<file path="config.mk">
export PLATFORM = sky130hd
export DESIGN_NAME = oac_ctrl
export DESIGN_NICKNAME = d
export VERILOG_FILES = /design/src/core/oac_ctrl.v
export VERILOG_INCLUDE_DIRS = /design/src /design/src/core
export SDC_FILE = /design/constraint.sdc
export NUM_CORES = 2
export LEC_CHECK = 0
export ABC_CLOCK_PERIOD_IN_PS = 64200
export BUFFER_PORTS_ARGS = -buffer_cell sky130_fd_sc_hd__buf_2
export CORE_MARGIN = 5
export CORE_UTILIZATION = 50
export CTS_BUF_LIST = sky130_fd_sc_hd__clkbuf_8
export CTS_CLUSTER_DIAMETER = 120
export DETAILED_ROUTE_END_ITERATION = 7
export PLACE_DENSITY = 0.71
export SLEW_MARGIN = 20
export SYNTH_ARGS = -nofsm -noshare
export SYNTH_HDL_FRONTEND = slang
export SYNTH_SLANG_ARGS = --single-unit
</file>
<file path="constraint.sdc">
create_clock -name clk -period 64.2 [get_ports clk]
set_clock_uncertainty 0.15 [all_clocks]
set_input_delay 3.21 -clock clk [delete_from_list [all_inputs] [get_ports clk]]
set_output_delay 3.21 -clock clk [all_outputs]
set_load 0.02 [all_outputs]
</file>
<file path="src/core/oac_defs.vh">
`ifndef OAC_DEFS_VH
`define OAC_DEFS_VH

// setting selectors carried on cmd_sel
`define OAC_SEL_CIRC_EN 4'h0
`define OAC_SEL_CIRC_DIAM 4'h1
`define OAC_SEL_CIRC_H 4'h2
`define OAC_SEL_CIRC_V 4'h3
`define OAC_SEL_LOGO_EN 4'h4
`define OAC_SEL_LOGO_H 4'h5
`define OAC_SEL_LOGO_V 4'h6
`define OAC_SEL_LOGO_PICK 4'h7
`define OAC_SEL_CH_LEVEL 4'h8
`define OAC_SEL_CH_FREQ 4'h9
`define OAC_SEL_CH_CLICK 4'ha
`define OAC_SEL_GRP_EN 4'hb
`define OAC_SEL_GRP_EMPH 4'hc
`define OAC_SEL_GRP_WIDTH 4'hd
`define OAC_SEL_GRP_SYNC 4'he

// value keywords carried on cmd_kw
`define OAC_KW_NUM 2'h0
`define OAC_KW_MIN 2'h1
`define OAC_KW_MAX 2'h2
`define OAC_KW_DEF 2'h3

// limits and defaults, signed 16-bit
`define OAC_DIAM_MIN 16'sh0000
`define OAC_DIAM_MAX 16'sh0064
`define OAC_DIAM_DEF 16'sh0032
`define OAC_CPOS_MIN (-16'sh0032)
`define OAC_CPOS_MAX 16'sh0032
`define OAC_CPOS_DEF 16'sh0000
`define OAC_LPOS_MIN (-16'sh03e8)
`define OAC_LPOS_MAX 16'sh0000
`define OAC_LPOS_DEF 16'sh0000
`define OAC_LEVEL_MIN (-16'sh003c)
`define OAC_LEVEL_MAX 16'sh0000
`define OAC_LEVEL_DEF (-16'sh0014)
`define OAC_FREQ_OFF (-16'sh0001)
`define OAC_FREQ_DEF 16'sh03e8
`define OAC_CLICK_MAX 16'sh0004
`define OAC_WIDTH_20 16'sh0014
`define OAC_WIDTH_24 16'sh0018
`define OAC_CODE3_MAX 16'sh0002

// emphasis and sampling alignment codes
`define OAC_EMPH_NONE 2'h0
`define OAC_EMPH_DISC 2'h1
`define OAC_EMPH_TELECOM 2'h2
`define OAC_SYNC_FRAME 2'h0
`define OAC_SYNC_NOSEQ 2'h1
`define OAC_SYNC_FREE 2'h2

// timing
`define OAC_CLK_NS 20
`define OAC_SEC_NS 1000000000
`define OAC_MUTE_NS 250000000
`define OAC_CLICK_CYCLE 4'hc

`endif

</file>
<file path="src/core/oac_ctrl.v">
// Overview of operation
// - circle diameter 0..100 percent of picture height, step one.
// - circle horizontal offset -50..+50 percent of width, step one.
// - circle vertical offset -50..+50 percent of height, step one.
// - circle diameter, circle offsets and logo position accept min, max or default keyword.
// - channel tone level -60..0 dBFS in 1 dB steps.
// - audio settings kept apart for main (1) and auxiliary (2) outputs.
// - sixteen audio channels, indexed one to sixteen.
// - tone frequency only from the listed set, others rejected.
// - frequency -1 stops audio data of that channel.
// - click every 1..4 seconds, none when set to zero.
// - tone silenced for a quarter second total around each click.
// - four audio groups switched on or off independently.
// - emphasis choice written to status bits only, samples untouched.
// - samples of 20 or 24 bits, chosen per group.
// - per-group sampling alignment code in status bits.
// - logo overlay on or off, one meaning on and zero off.
// - logo position -100..0 percent, tenth-percent steps.
// - logo image picked by selected logo number.
// - every setting has a query returning the value in effect.
// - circle overlay on or off by one setting.
`include "oac_defs.vh"
`timescale 1ns/1ps
`default_nettype none

module oac_ctrl #(
	parameter SEC_CYC = `OAC_SEC_NS / `OAC_CLK_NS,
	parameter MUTE_HALF_CYC = `OAC_MUTE_NS / 2 / `OAC_CLK_NS,
	parameter LOGO_W = 4
) (
	input wire clk,
	input wire rst_n,
	input wire field_start,
	input wire cmd_valid,
	input wire cmd_write,
	input wire [3:0] cmd_sel,
	input wire [1:0] cmd_out,
	input wire [4:0] cmd_index,
	input wire [1:0] cmd_kw,
	input wire signed [15:0] cmd_value,
	output reg cmd_ready_reg,
	output reg rsp_valid_reg,
	output reg rsp_ok_reg,
	output reg signed [15:0] rsp_value_reg,
	output reg circ_on_reg,
	output reg [6:0] circ_diam_reg,
	output reg signed [6:0] circ_h_reg,
	output reg signed [6:0] circ_v_reg,
	output reg logo_on_reg,
	output reg signed [10:0] logo_h_reg,
	output reg signed [10:0] logo_v_reg,
	output reg [LOGO_W-1:0] logo_pick_reg,
	input wire aud_out,
	input wire [3:0] aud_ch,
	input wire [23:0] aud_sample,
	output reg aud_emit_reg,
	output reg signed [6:0] aud_level_reg,
	output reg signed [15:0] aud_freq_reg,
	output reg aud_mute_reg,
	output reg aud_click_reg,
	output reg [23:0] aud_data_reg,
	output reg grp_on_reg,
	output reg [1:0] grp_emph_reg,
	output reg grp_width24_reg,
	output reg [1:0] grp_sync_reg
);

	// full-width copies of the reset defaults, sliced to each register's width
	localparam signed [15:0] DIAM_DEF_W = `OAC_DIAM_DEF;
	localparam signed [15:0] CPOS_DEF_W = `OAC_CPOS_DEF;
	localparam signed [15:0] LPOS_DEF_W = `OAC_LPOS_DEF;
	localparam signed [15:0] LEVEL_DEF_W = `OAC_LEVEL_DEF;

	reg rst_meta_reg;
	reg rst_sync_reg;
	always @(posedge clk or negedge rst_n) begin
		if (!rst_n) begin
			rst_meta_reg <= 1'b0;
			rst_sync_reg <= 1'b0;
		end else begin
			rst_meta_reg <= 1'b1;
			rst_sync_reg <= rst_meta_reg;
		end
	end

	function freq_legal;
		input signed [15:0] f;
		begin
			case (f)
			-16'sd1, 16'sd0, 16'sd50, 16'sd100, 16'sd150, 16'sd200, 16'sd250,
			16'sd300, 16'sd400, 16'sd500, 16'sd600, 16'sd750, 16'sd800,
			16'sd1000, 16'sd1200, 16'sd1500, 16'sd1600, 16'sd2000, 16'sd2400,
			16'sd3000, 16'sd3200, 16'sd4000, 16'sd4800, 16'sd5000, 16'sd6000,
			16'sd8000, 16'sd9600, 16'sd10000, 16'sd12000, 16'sd15000,
			16'sd16000, 16'sd20000: freq_legal = 1'b1;
			default: freq_legal = 1'b0;
			endcase
		end
	endfunction

	function signed [15:0] kw_pick;
		input [1:0] kw;
		input signed [15:0] v;
		input signed [15:0] lo;
		input signed [15:0] hi;
		input signed [15:0] dflt;
		begin
			case (kw)
			`OAC_KW_MIN: kw_pick = lo;
			`OAC_KW_MAX: kw_pick = hi;
			`OAC_KW_DEF: kw_pick = dflt;
			default: kw_pick = v;
			endcase
		end
	endfunction

	// audio tables, indexed by {output, channel} and {output, group}
	reg signed [6:0] lvl_mem [0:31];
	reg signed [15:0] freq_mem [0:31];
	reg [2:0] click_mem [0:31];
	reg grp_on_mem [0:7];
	reg [1:0] emph_mem [0:7];
	reg w24_mem [0:7];
	reg [1:0] sync_mem [0:7];

	wire [4:0] ch_addr = {~cmd_out[0], cmd_index[3:0] - 4'h1};
	wire [2:0] grp_addr = {~cmd_out[0], cmd_index[1:0] - 2'h1};
	wire is_chan = (cmd_sel == `OAC_SEL_CH_LEVEL) || (cmd_sel == `OAC_SEL_CH_FREQ) ||
		(cmd_sel == `OAC_SEL_CH_CLICK);
	wire is_grp = (cmd_sel == `OAC_SEL_GRP_EN) || (cmd_sel == `OAC_SEL_GRP_EMPH) ||
		(cmd_sel == `OAC_SEL_GRP_WIDTH) || (cmd_sel == `OAC_SEL_GRP_SYNC);
	wire out_ok = (cmd_out == 2'h1) || (cmd_out == 2'h2);
	wire ch_ok = (cmd_index >= 5'h01) && (cmd_index <= 5'h10);
	wire grp_ok = (cmd_index >= 5'h01) && (cmd_index <= 5'h04);

	reg signed [15:0] eff_val;
	reg range_ok;
	reg signed [15:0] q_val;
	always @* begin
		eff_val = cmd_value;
		range_ok = 1'b0;
		q_val = 16'sh0000;
		case (cmd_sel)
		`OAC_SEL_CIRC_EN: begin
			range_ok = (cmd_kw == `OAC_KW_NUM) && (cmd_value[15:1] == 15'h0000);
			q_val = {15'h0000, circ_on_reg};
		end
		`OAC_SEL_CIRC_DIAM: begin
			eff_val = kw_pick(cmd_kw, cmd_value, `OAC_DIAM_MIN, `OAC_DIAM_MAX,
				`OAC_DIAM_DEF);
			range_ok = (eff_val >= `OAC_DIAM_MIN) && (eff_val <= `OAC_DIAM_MAX);
			q_val = {9'h000, circ_diam_reg};
		end
		`OAC_SEL_CIRC_H, `OAC_SEL_CIRC_V: begin
			eff_val = kw_pick(cmd_kw, cmd_value, `OAC_CPOS_MIN, `OAC_CPOS_MAX,
				`OAC_CPOS_DEF);
			range_ok = (eff_val >= `OAC_CPOS_MIN) && (eff_val <= `OAC_CPOS_MAX);
			q_val = (cmd_sel == `OAC_SEL_CIRC_H) ? {{9{circ_h_reg[6]}}, circ_h_reg} :
				{{9{circ_v_reg[6]}}, circ_v_reg};
		end
		`OAC_SEL_LOGO_EN: begin
			range_ok = (cmd_kw == `OAC_KW_NUM) && (cmd_value[15:1] == 15'h0000);
			q_val = {15'h0000, logo_on_reg};
		end
		`OAC_SEL_LOGO_H, `OAC_SEL_LOGO_V: begin
			eff_val = kw_pick(cmd_kw, cmd_value, `OAC_LPOS_MIN, `OAC_LPOS_MAX,
				`OAC_LPOS_DEF);
			range_ok = (eff_val >= `OAC_LPOS_MIN) && (eff_val <= `OAC_LPOS_MAX);
			q_val = (cmd_sel == `OAC_SEL_LOGO_H) ? {{5{logo_h_reg[10]}}, logo_h_reg} :
				{{5{logo_v_reg[10]}}, logo_v_reg};
		end
		`OAC_SEL_LOGO_PICK: begin
			range_ok = (cmd_kw == `OAC_KW_NUM) && (cmd_value >= 16'sh0000) &&
				(cmd_value < (16'sh0001 <<< LOGO_W));
			q_val = {{(16-LOGO_W){1'b0}}, logo_pick_reg};
		end
		`OAC_SEL_CH_LEVEL: begin
			range_ok = (cmd_kw == `OAC_KW_NUM) && (cmd_value >= `OAC_LEVEL_MIN) &&
				(cmd_value <= `OAC_LEVEL_MAX);
			q_val = {{9{lvl_mem[ch_addr][6]}}, lvl_mem[ch_addr]};
		end
		`OAC_SEL_CH_FREQ: begin
			range_ok = (cmd_kw == `OAC_KW_NUM) && freq_legal(cmd_value);
			q_val = freq_mem[ch_addr];
		end
		`OAC_SEL_CH_CLICK: begin
			range_ok = (cmd_kw == `OAC_KW_NUM) && (cmd_value >= 16'sh0000) &&
				(cmd_value <= `OAC_CLICK_MAX);
			q_val = {13'h0000, click_mem[ch_addr]};
		end
		`OAC_SEL_GRP_EN: begin
			range_ok = (cmd_kw == `OAC_KW_NUM) && (cmd_value[15:1] == 15'h0000);
			q_val = {15'h0000, grp_on_mem[grp_addr]};
		end
		`OAC_SEL_GRP_EMPH, `OAC_SEL_GRP_SYNC: begin
			range_ok = (cmd_kw == `OAC_KW_NUM) && (cmd_value >= 16'sh0000) &&
				(cmd_value <= `OAC_CODE3_MAX);
			q_val = (cmd_sel == `OAC_SEL_GRP_EMPH) ? {14'h0000, emph_mem[grp_addr]} :
				{14'h0000, sync_mem[grp_addr]};
		end
		`OAC_SEL_GRP_WIDTH: begin
			range_ok = (cmd_kw == `OAC_KW_NUM) &&
				((cmd_value == `OAC_WIDTH_20) || (cmd_value == `OAC_WIDTH_24));
			q_val = w24_mem[grp_addr] ? `OAC_WIDTH_24 : `OAC_WIDTH_20;
		end
		default: begin
			range_ok = 1'b0;
			q_val = 16'sh0000;
		end
		endcase
	end

	wire idx_ok = (is_chan ? (out_ok && ch_ok) : 1'b1) && (is_grp ? (out_ok && grp_ok) : 1'b1);
	wire cmd_ok = idx_ok && (!cmd_write || range_ok);
	wire take = cmd_valid && cmd_ready_reg;

	// one write waits here until the next field boundary
	reg pend_reg;
	reg [3:0] pend_sel_reg;
	reg [4:0] pend_ch_reg;
	reg [2:0] pend_grp_reg;
	reg signed [15:0] pend_val_reg;
	wire commit = pend_reg && field_start;

	always @(posedge clk or negedge rst_sync_reg) begin
		if (!rst_sync_reg) begin
			cmd_ready_reg <= 1'b0;
			rsp_valid_reg <= 1'b0;
			rsp_ok_reg <= 1'b0;
			rsp_value_reg <= 16'sh0000;
			pend_reg <= 1'b0;
			pend_sel_reg <= 4'h0;
			pend_ch_reg <= 5'h00;
			pend_grp_reg <= 3'h0;
			pend_val_reg <= 16'sh0000;
		end else begin
			rsp_valid_reg <= take;
			if (take) begin
				rsp_ok_reg <= cmd_ok;
				rsp_value_reg <= (cmd_write || !cmd_ok) ? 16'sh0000 : q_val;
			end
			if (take && cmd_write && cmd_ok) begin
				pend_reg <= 1'b1;
				pend_sel_reg <= cmd_sel;
				pend_ch_reg <= ch_addr;
				pend_grp_reg <= grp_addr;
				pend_val_reg <= eff_val;
			end else if (commit) begin
				pend_reg <= 1'b0;
			end
			cmd_ready_reg <= !(pend_reg && !commit) && !(take && cmd_write && cmd_ok);
		end
	end

	always @(posedge clk or negedge rst_sync_reg) begin
		if (!rst_sync_reg) begin
			circ_on_reg <= 1'b0;
			circ_diam_reg <= DIAM_DEF_W[6:0];
			circ_h_reg <= CPOS_DEF_W[6:0];
			circ_v_reg <= CPOS_DEF_W[6:0];
			logo_on_reg <= 1'b0;
			logo_h_reg <= LPOS_DEF_W[10:0];
			logo_v_reg <= LPOS_DEF_W[10:0];
			logo_pick_reg <= {LOGO_W{1'b0}};
		end else if (commit) begin
			case (pend_sel_reg)
			`OAC_SEL_CIRC_EN: circ_on_reg <= pend_val_reg[0];
			`OAC_SEL_CIRC_DIAM: circ_diam_reg <= pend_val_reg[6:0];
			`OAC_SEL_CIRC_H: circ_h_reg <= pend_val_reg[6:0];
			`OAC_SEL_CIRC_V: circ_v_reg <= pend_val_reg[6:0];
			`OAC_SEL_LOGO_EN: logo_on_reg <= pend_val_reg[0];
			`OAC_SEL_LOGO_H: logo_h_reg <= pend_val_reg[10:0];
			`OAC_SEL_LOGO_V: logo_v_reg <= pend_val_reg[10:0];
			`OAC_SEL_LOGO_PICK: logo_pick_reg <= pend_val_reg[LOGO_W-1:0];
			default: ;
			endcase
		end
	end

	integer i;
	always @(posedge clk or negedge rst_sync_reg) begin
		if (!rst_sync_reg) begin
			for (i = 0; i < 32; i = i + 1) begin
				lvl_mem[i] <= LEVEL_DEF_W[6:0];
				freq_mem[i] <= `OAC_FREQ_DEF;
				click_mem[i] <= 3'h0;
			end
			for (i = 0; i < 8; i = i + 1) begin
				grp_on_mem[i] <= 1'b1;
				emph_mem[i] <= `OAC_EMPH_NONE;
				w24_mem[i] <= 1'b0;
				sync_mem[i] <= `OAC_SYNC_FRAME;
			end
		end else if (commit) begin
			case (pend_sel_reg)
			`OAC_SEL_CH_LEVEL: lvl_mem[pend_ch_reg] <= pend_val_reg[6:0];
			`OAC_SEL_CH_FREQ: freq_mem[pend_ch_reg] <= pend_val_reg;
			`OAC_SEL_CH_CLICK: click_mem[pend_ch_reg] <= pend_val_reg[2:0];
			`OAC_SEL_GRP_EN: grp_on_mem[pend_grp_reg] <= pend_val_reg[0];
			`OAC_SEL_GRP_EMPH: emph_mem[pend_grp_reg] <= pend_val_reg[1:0];
			`OAC_SEL_GRP_WIDTH: w24_mem[pend_grp_reg] <= (pend_val_reg == `OAC_WIDTH_24);
			`OAC_SEL_GRP_SYNC: sync_mem[pend_grp_reg] <= pend_val_reg[1:0];
			default: ;
			endcase
		end
	end

	// shared one-second time base; seconds count modulo 12 serves periods 1..4
	reg [31:0] frac_reg;
	reg [3:0] sec_reg;
	always @(posedge clk or negedge rst_sync_reg) begin
		if (!rst_sync_reg) begin
			frac_reg <= 32'h00000000;
			sec_reg <= 4'h0;
		end else if (frac_reg == SEC_CYC - 1) begin
			frac_reg <= 32'h00000000;
			sec_reg <= (sec_reg == `OAC_CLICK_CYCLE - 4'h1) ? 4'h0 : sec_reg + 4'h1;
		end else begin
			frac_reg <= frac_reg + 32'h00000001;
		end
	end

	function sec_hit;
		input [3:0] s;
		input [2:0] n;
		begin
			sec_hit = (n != 3'h0) && ((s % {1'b0, n}) == 4'h0);
		end
	endfunction

	wire [4:0] rd_addr = {aud_out, aud_ch};
	wire [2:0] rd_grp = {aud_out, aud_ch[3:2]};
	wire [2:0] rd_click = click_mem[rd_addr];
	wire [3:0] sec_nx = (sec_reg == `OAC_CLICK_CYCLE - 4'h1) ? 4'h0 : sec_reg + 4'h1;
	wire near_after = (frac_reg < MUTE_HALF_CYC) && sec_hit(sec_reg, rd_click);
	wire near_before = (frac_reg >= SEC_CYC - MUTE_HALF_CYC) && sec_hit(sec_nx, rd_click);

	always @(posedge clk or negedge rst_sync_reg) begin
		if (!rst_sync_reg) begin
			aud_emit_reg <= 1'b0;
			aud_level_reg <= 7'sh00;
			aud_freq_reg <= 16'sh0000;
			aud_mute_reg <= 1'b0;
			aud_click_reg <= 1'b0;
			aud_data_reg <= 24'h000000;
			grp_on_reg <= 1'b0;
			grp_emph_reg <= 2'h0;
			grp_width24_reg <= 1'b0;
			grp_sync_reg <= 2'h0;
		end else begin
			aud_emit_reg <= grp_on_mem[rd_grp] &&
				(freq_mem[rd_addr] != `OAC_FREQ_OFF);
			aud_level_reg <= lvl_mem[rd_addr];
			aud_freq_reg <= freq_mem[rd_addr];
			aud_mute_reg <= near_after || near_before;
			aud_click_reg <= (frac_reg == 32'h00000000) && sec_hit(sec_reg, rd_click);
			aud_data_reg <= w24_mem[rd_grp] ? aud_sample :
				{aud_sample[23:4], 4'h0};
			grp_on_reg <= grp_on_mem[rd_grp];
			grp_emph_reg <= emph_mem[rd_grp];
			grp_width24_reg <= w24_mem[rd_grp];
			grp_sync_reg <= sync_mem[rd_grp];
		end
	end

endmodule

`default_nettype wire

</file>
==> run_results.csv <==
group,metric,value,unit
logic_synthesis,yosysTopAreaCellShare,32.3,%
route,first_iter_violations,3729,
route,met2WireLength,75.4,mm
cells_and_area,num-fill-cells,9218,
setup_path,worst_setup_path_end_kind,"flop",
logic_synthesis,synth.cell_area,0.0570,mm2
logic_synthesis,synthTopCellsByArea,"dfrtp_1 32%, mux4_2 21%, mux2_2 17%",
clock_tree,postCtsSetupRepairBufs,0,
clock_tree,cts_root_buf,"clkbuf_8",
global_routing,grt_pass1_vias,38400,
route,wl_met1,66.7,mm
sta,fin_crit_sh,16.3,%
route,wl_per_cell,28.3,um
floorplanning,rows,124,
setup_path,r2r_cells,26,
min_path,holdPathStages,0,
clock_tree,cts_tree,"done",
clock_tree,cts_buffers,182,
floorplanning,ios,187,
logic_synthesis,ys_ff_latch,1068,
min_path,hp-class,"reg2reg",
sta,finalCriticalPeriod,10.49,ns
global_routing,grt_max_degree,169,
place,port_buffers,186,
route,drtAntennaViolNets,0,
global_routing,gr-total-overflow,0,
cells_and_area,drive_above_1_share,54.5,%
cells_and_area,top_register,"freq_mem",
global_routing,grt_antenna_before_repair,8,
sta,grt_setup_unrepaired,"no",
clock_tree,cts_resized,0,
logic_synthesis,synth_area_per_cell,14.3,um2
place,place.gp.congestion,0.890,
logic_synthesis,ys_warn_count,0,
clock_tree,clk_pin_slew,0.06,ns
floorplanning,start_util,50.1,%
logic_synthesis,seq_area_frac_synth,47.6,%
setup_path,crit_fanout,92,
route,vias_per_cell,6.55,
sta,fin_ws,53.71,ns
logic_synthesis,async_reset_ff_share,100,%
cells_and_area,largest_reg_flops,512,
floorplanning,die_h,348,um
pwr,power,1.56,mW
route,drc,0,
logic_synthesis,postSynthNetCount,4079,
global_routing,grt_pass1_wl,249,mm
job,maxCapViolCount,0,
logic_synthesis,synth_edf_count,0,
sta,drv_slew,0,
sta,setup_viol,0,
setup_path,worstSetupPathType,"in2reg",
floorplanning,core_area,0.114,mm2
logic_synthesis,synth_cells,3984,
clock_tree,ctsHoldBuffers,0,
cells_and_area,finalNetCount,4189,
logic_synthesis,yosysUniqueCellTypes,82,
setup_path,worstPathRequired,64.77,ns
cells_and_area,top_regs,"freq_mem (512), lvl_mem (224), click_mem (96)",
clock_tree,cts_buffer_depth,3,
route,via_count,37800,
pwr,cellLeakagePower,27.7,nW
logic_synthesis,synthTopCellsByCount,"871 x mux2_2, 737 x dfrtp_1, 522 x mux4_2, 331 x dfstp_2, 248 x nand2_1",
logic_synthesis,yosysTopAreaCell,"dfrtp_1",
pwr,peakVddDrop,0.0000198,V
cells_and_area,area.growth.synth_to_final,10.8,%
sta,worst_slew_pin_slew,1.14,ns
sta,relSlewSlack,23.7,%
route,routed_wirelength,163,mm
route,wl_met3,15.1,mm
setup_path,cp.arrival,11.06,ns
sta,fmax,0.0954,GHz
sta,finalHoldViolCount,0,
place,hpwl,99.8,mm
sta,tns,0,ns
clock_tree,clkLatencyLatePin,0.88,ns
logic_synthesis,yosysMostFrequentCell,"mux2_2",
route,highest_layer,"met5",
pwr,power_density,24.7,mW/mm2
clock_tree,h-tree-depth,4,
global_routing,track_usage,26.9,%
setup_path,start_kind,"input port",
logic_synthesis,synth_flop_cell,"dfrtp_1",
floorplanning,die_w,348,um
route,first_pass_iters,5,
cells_and_area,fin_util,55.5,%
clock_tree,clock_sinks,1068,
place,dp_worst_setup_slack,52.89,ns
floorplanning,dieArea,0.121,mm2
outcome,run_status,"finished, final reports clean",
metal layers:
layer / up-vias / track usage, %
met5: - / 0
met4: 2 / 9.92
met3: 388 / 6.96
met2: 1925 / 41.0
met1: 20000 / 37.7
li1: 15400 / -
worst paths after layout:
| kind | from | end | slack [ns] |
|---|---|---|---|
| min in group asynchronous | rst_sync_reg$_DFF_PN0_ | aud_data_reg[17]$_DFF_PN0_ | 0.29 |
| setup reg to reg | click_mem[84]$_DFFE_PN0P_ | aud_mute_reg$_DFF_PN0_ | 56.55 |
| setup / recovery | aud_ch[0] | aud_mute_reg$_DFF_PN0_ | 53.71 |
| hold / removal | rst_meta_reg$_DFF_PN0_ | rst_sync_reg$_DFF_PN0_ | 0.20 |
| hold reg to reg | rst_meta_reg$_DFF_PN0_ | rst_sync_reg$_DFF_PN0_ | 0.20 |
| max in group asynchronous | rst_sync_reg$_DFF_PN0_ | freq_mem[298]$_DFFE_PN0P_ | 59.89 |
report_power, final:
part | internal [mW] | switching [mW]
Sequential | 0.688 | 0.0262
Combinational | 0.0511 | 0.151
Clock | 0.347 | 0.295
area by class of cell:
class                      count  area, um2  share of cell area [%]
inverter                      49        184                   0.291
antenna                        4       10.0                  0.0158
timing repair buffer         255       1570                    2.49
tap                         1512       1890                    2.99
sequential                  1068      27200                    43.0
clock inverter               106        639                    1.01
clock buffer                 233       3210                    5.07
multi-input combinational   2538      28600                    45.2
cell families (layout without fill, tap and decap cells):
family,Yosys count,in the layout,synth area share [%]
flip-flops,1068,1068,47.6
adder cells (fa/ha/maj),32,32,0.728
multiplexers,1487,1487,39.5
AND/OR/NAND/NOR,660,660,5.35
AO/OA/AOI/OAI,321,321,3.55
other,1,5,0.00657
XOR/XNOR,37,37,0.568
buffers and inverters,378,643,2.74
cells in the final DEF (no fill, tap or decap), drive strengths merged, types with 8 or more instances in the layout:
cell type	instances
mux2	874
dfrtp	737
mux4	522
dfstp	331
buf	255
nand2	248
clkbuf	233
nor2	164
o21ai	147
inv	121
mux2i	91
nor3	49
nand3	48
a21oi	39
ha	30
nor2b	29
clkinv	23
nand4	22
xor2	21
nor4	21
a22oi	20
nand2b	19
xnor2	16
and3	13
a22o	13
o31ai	13
a31oi	10
o22ai	10
or3	9
and2	8
a211oi	8
critical path, cell delays in order:
cell and delay (ns):
buf_8 0.69, mux4_2 0.61, mux4_2 0.53, mux2i_1 0.64, ha_1 0.28, a31o_2 0.16, a21boi_0 0.21, ha_1 0.20
o21a_1 0.15, nor2_1 0.04, nor3_1 0.18, a31oi_1 0.06, a22oi_1 0.34, inv_1 0.11, ha_1 0.34, a21oi_1 0.33
mux2_2 0.42, fa_1 0.45, nor2b_1 0.16, o21ai_0 0.14, o21ai_0 0.13, nand3_1 0.12, nand2_1 0.06, o31ai_1 0.42
o22ai_1 0.17, a2111oi_1 0.68, o22ai_1 0.13
stage by stage:
stage	instance area [um2]	std cells	hold WS (ns)
2_1_floorplan	57000	3984	0.181
3_3_place_gp	59400	5422	0.187
3_5_place_dp	59400	5422	0.193
4_1_cts	63200	5761	0.198
5_1_grt	63200	5764	0.214
6_report	63200	5765	0.200
Note: power is estimated with default switching activity, not from simulation.
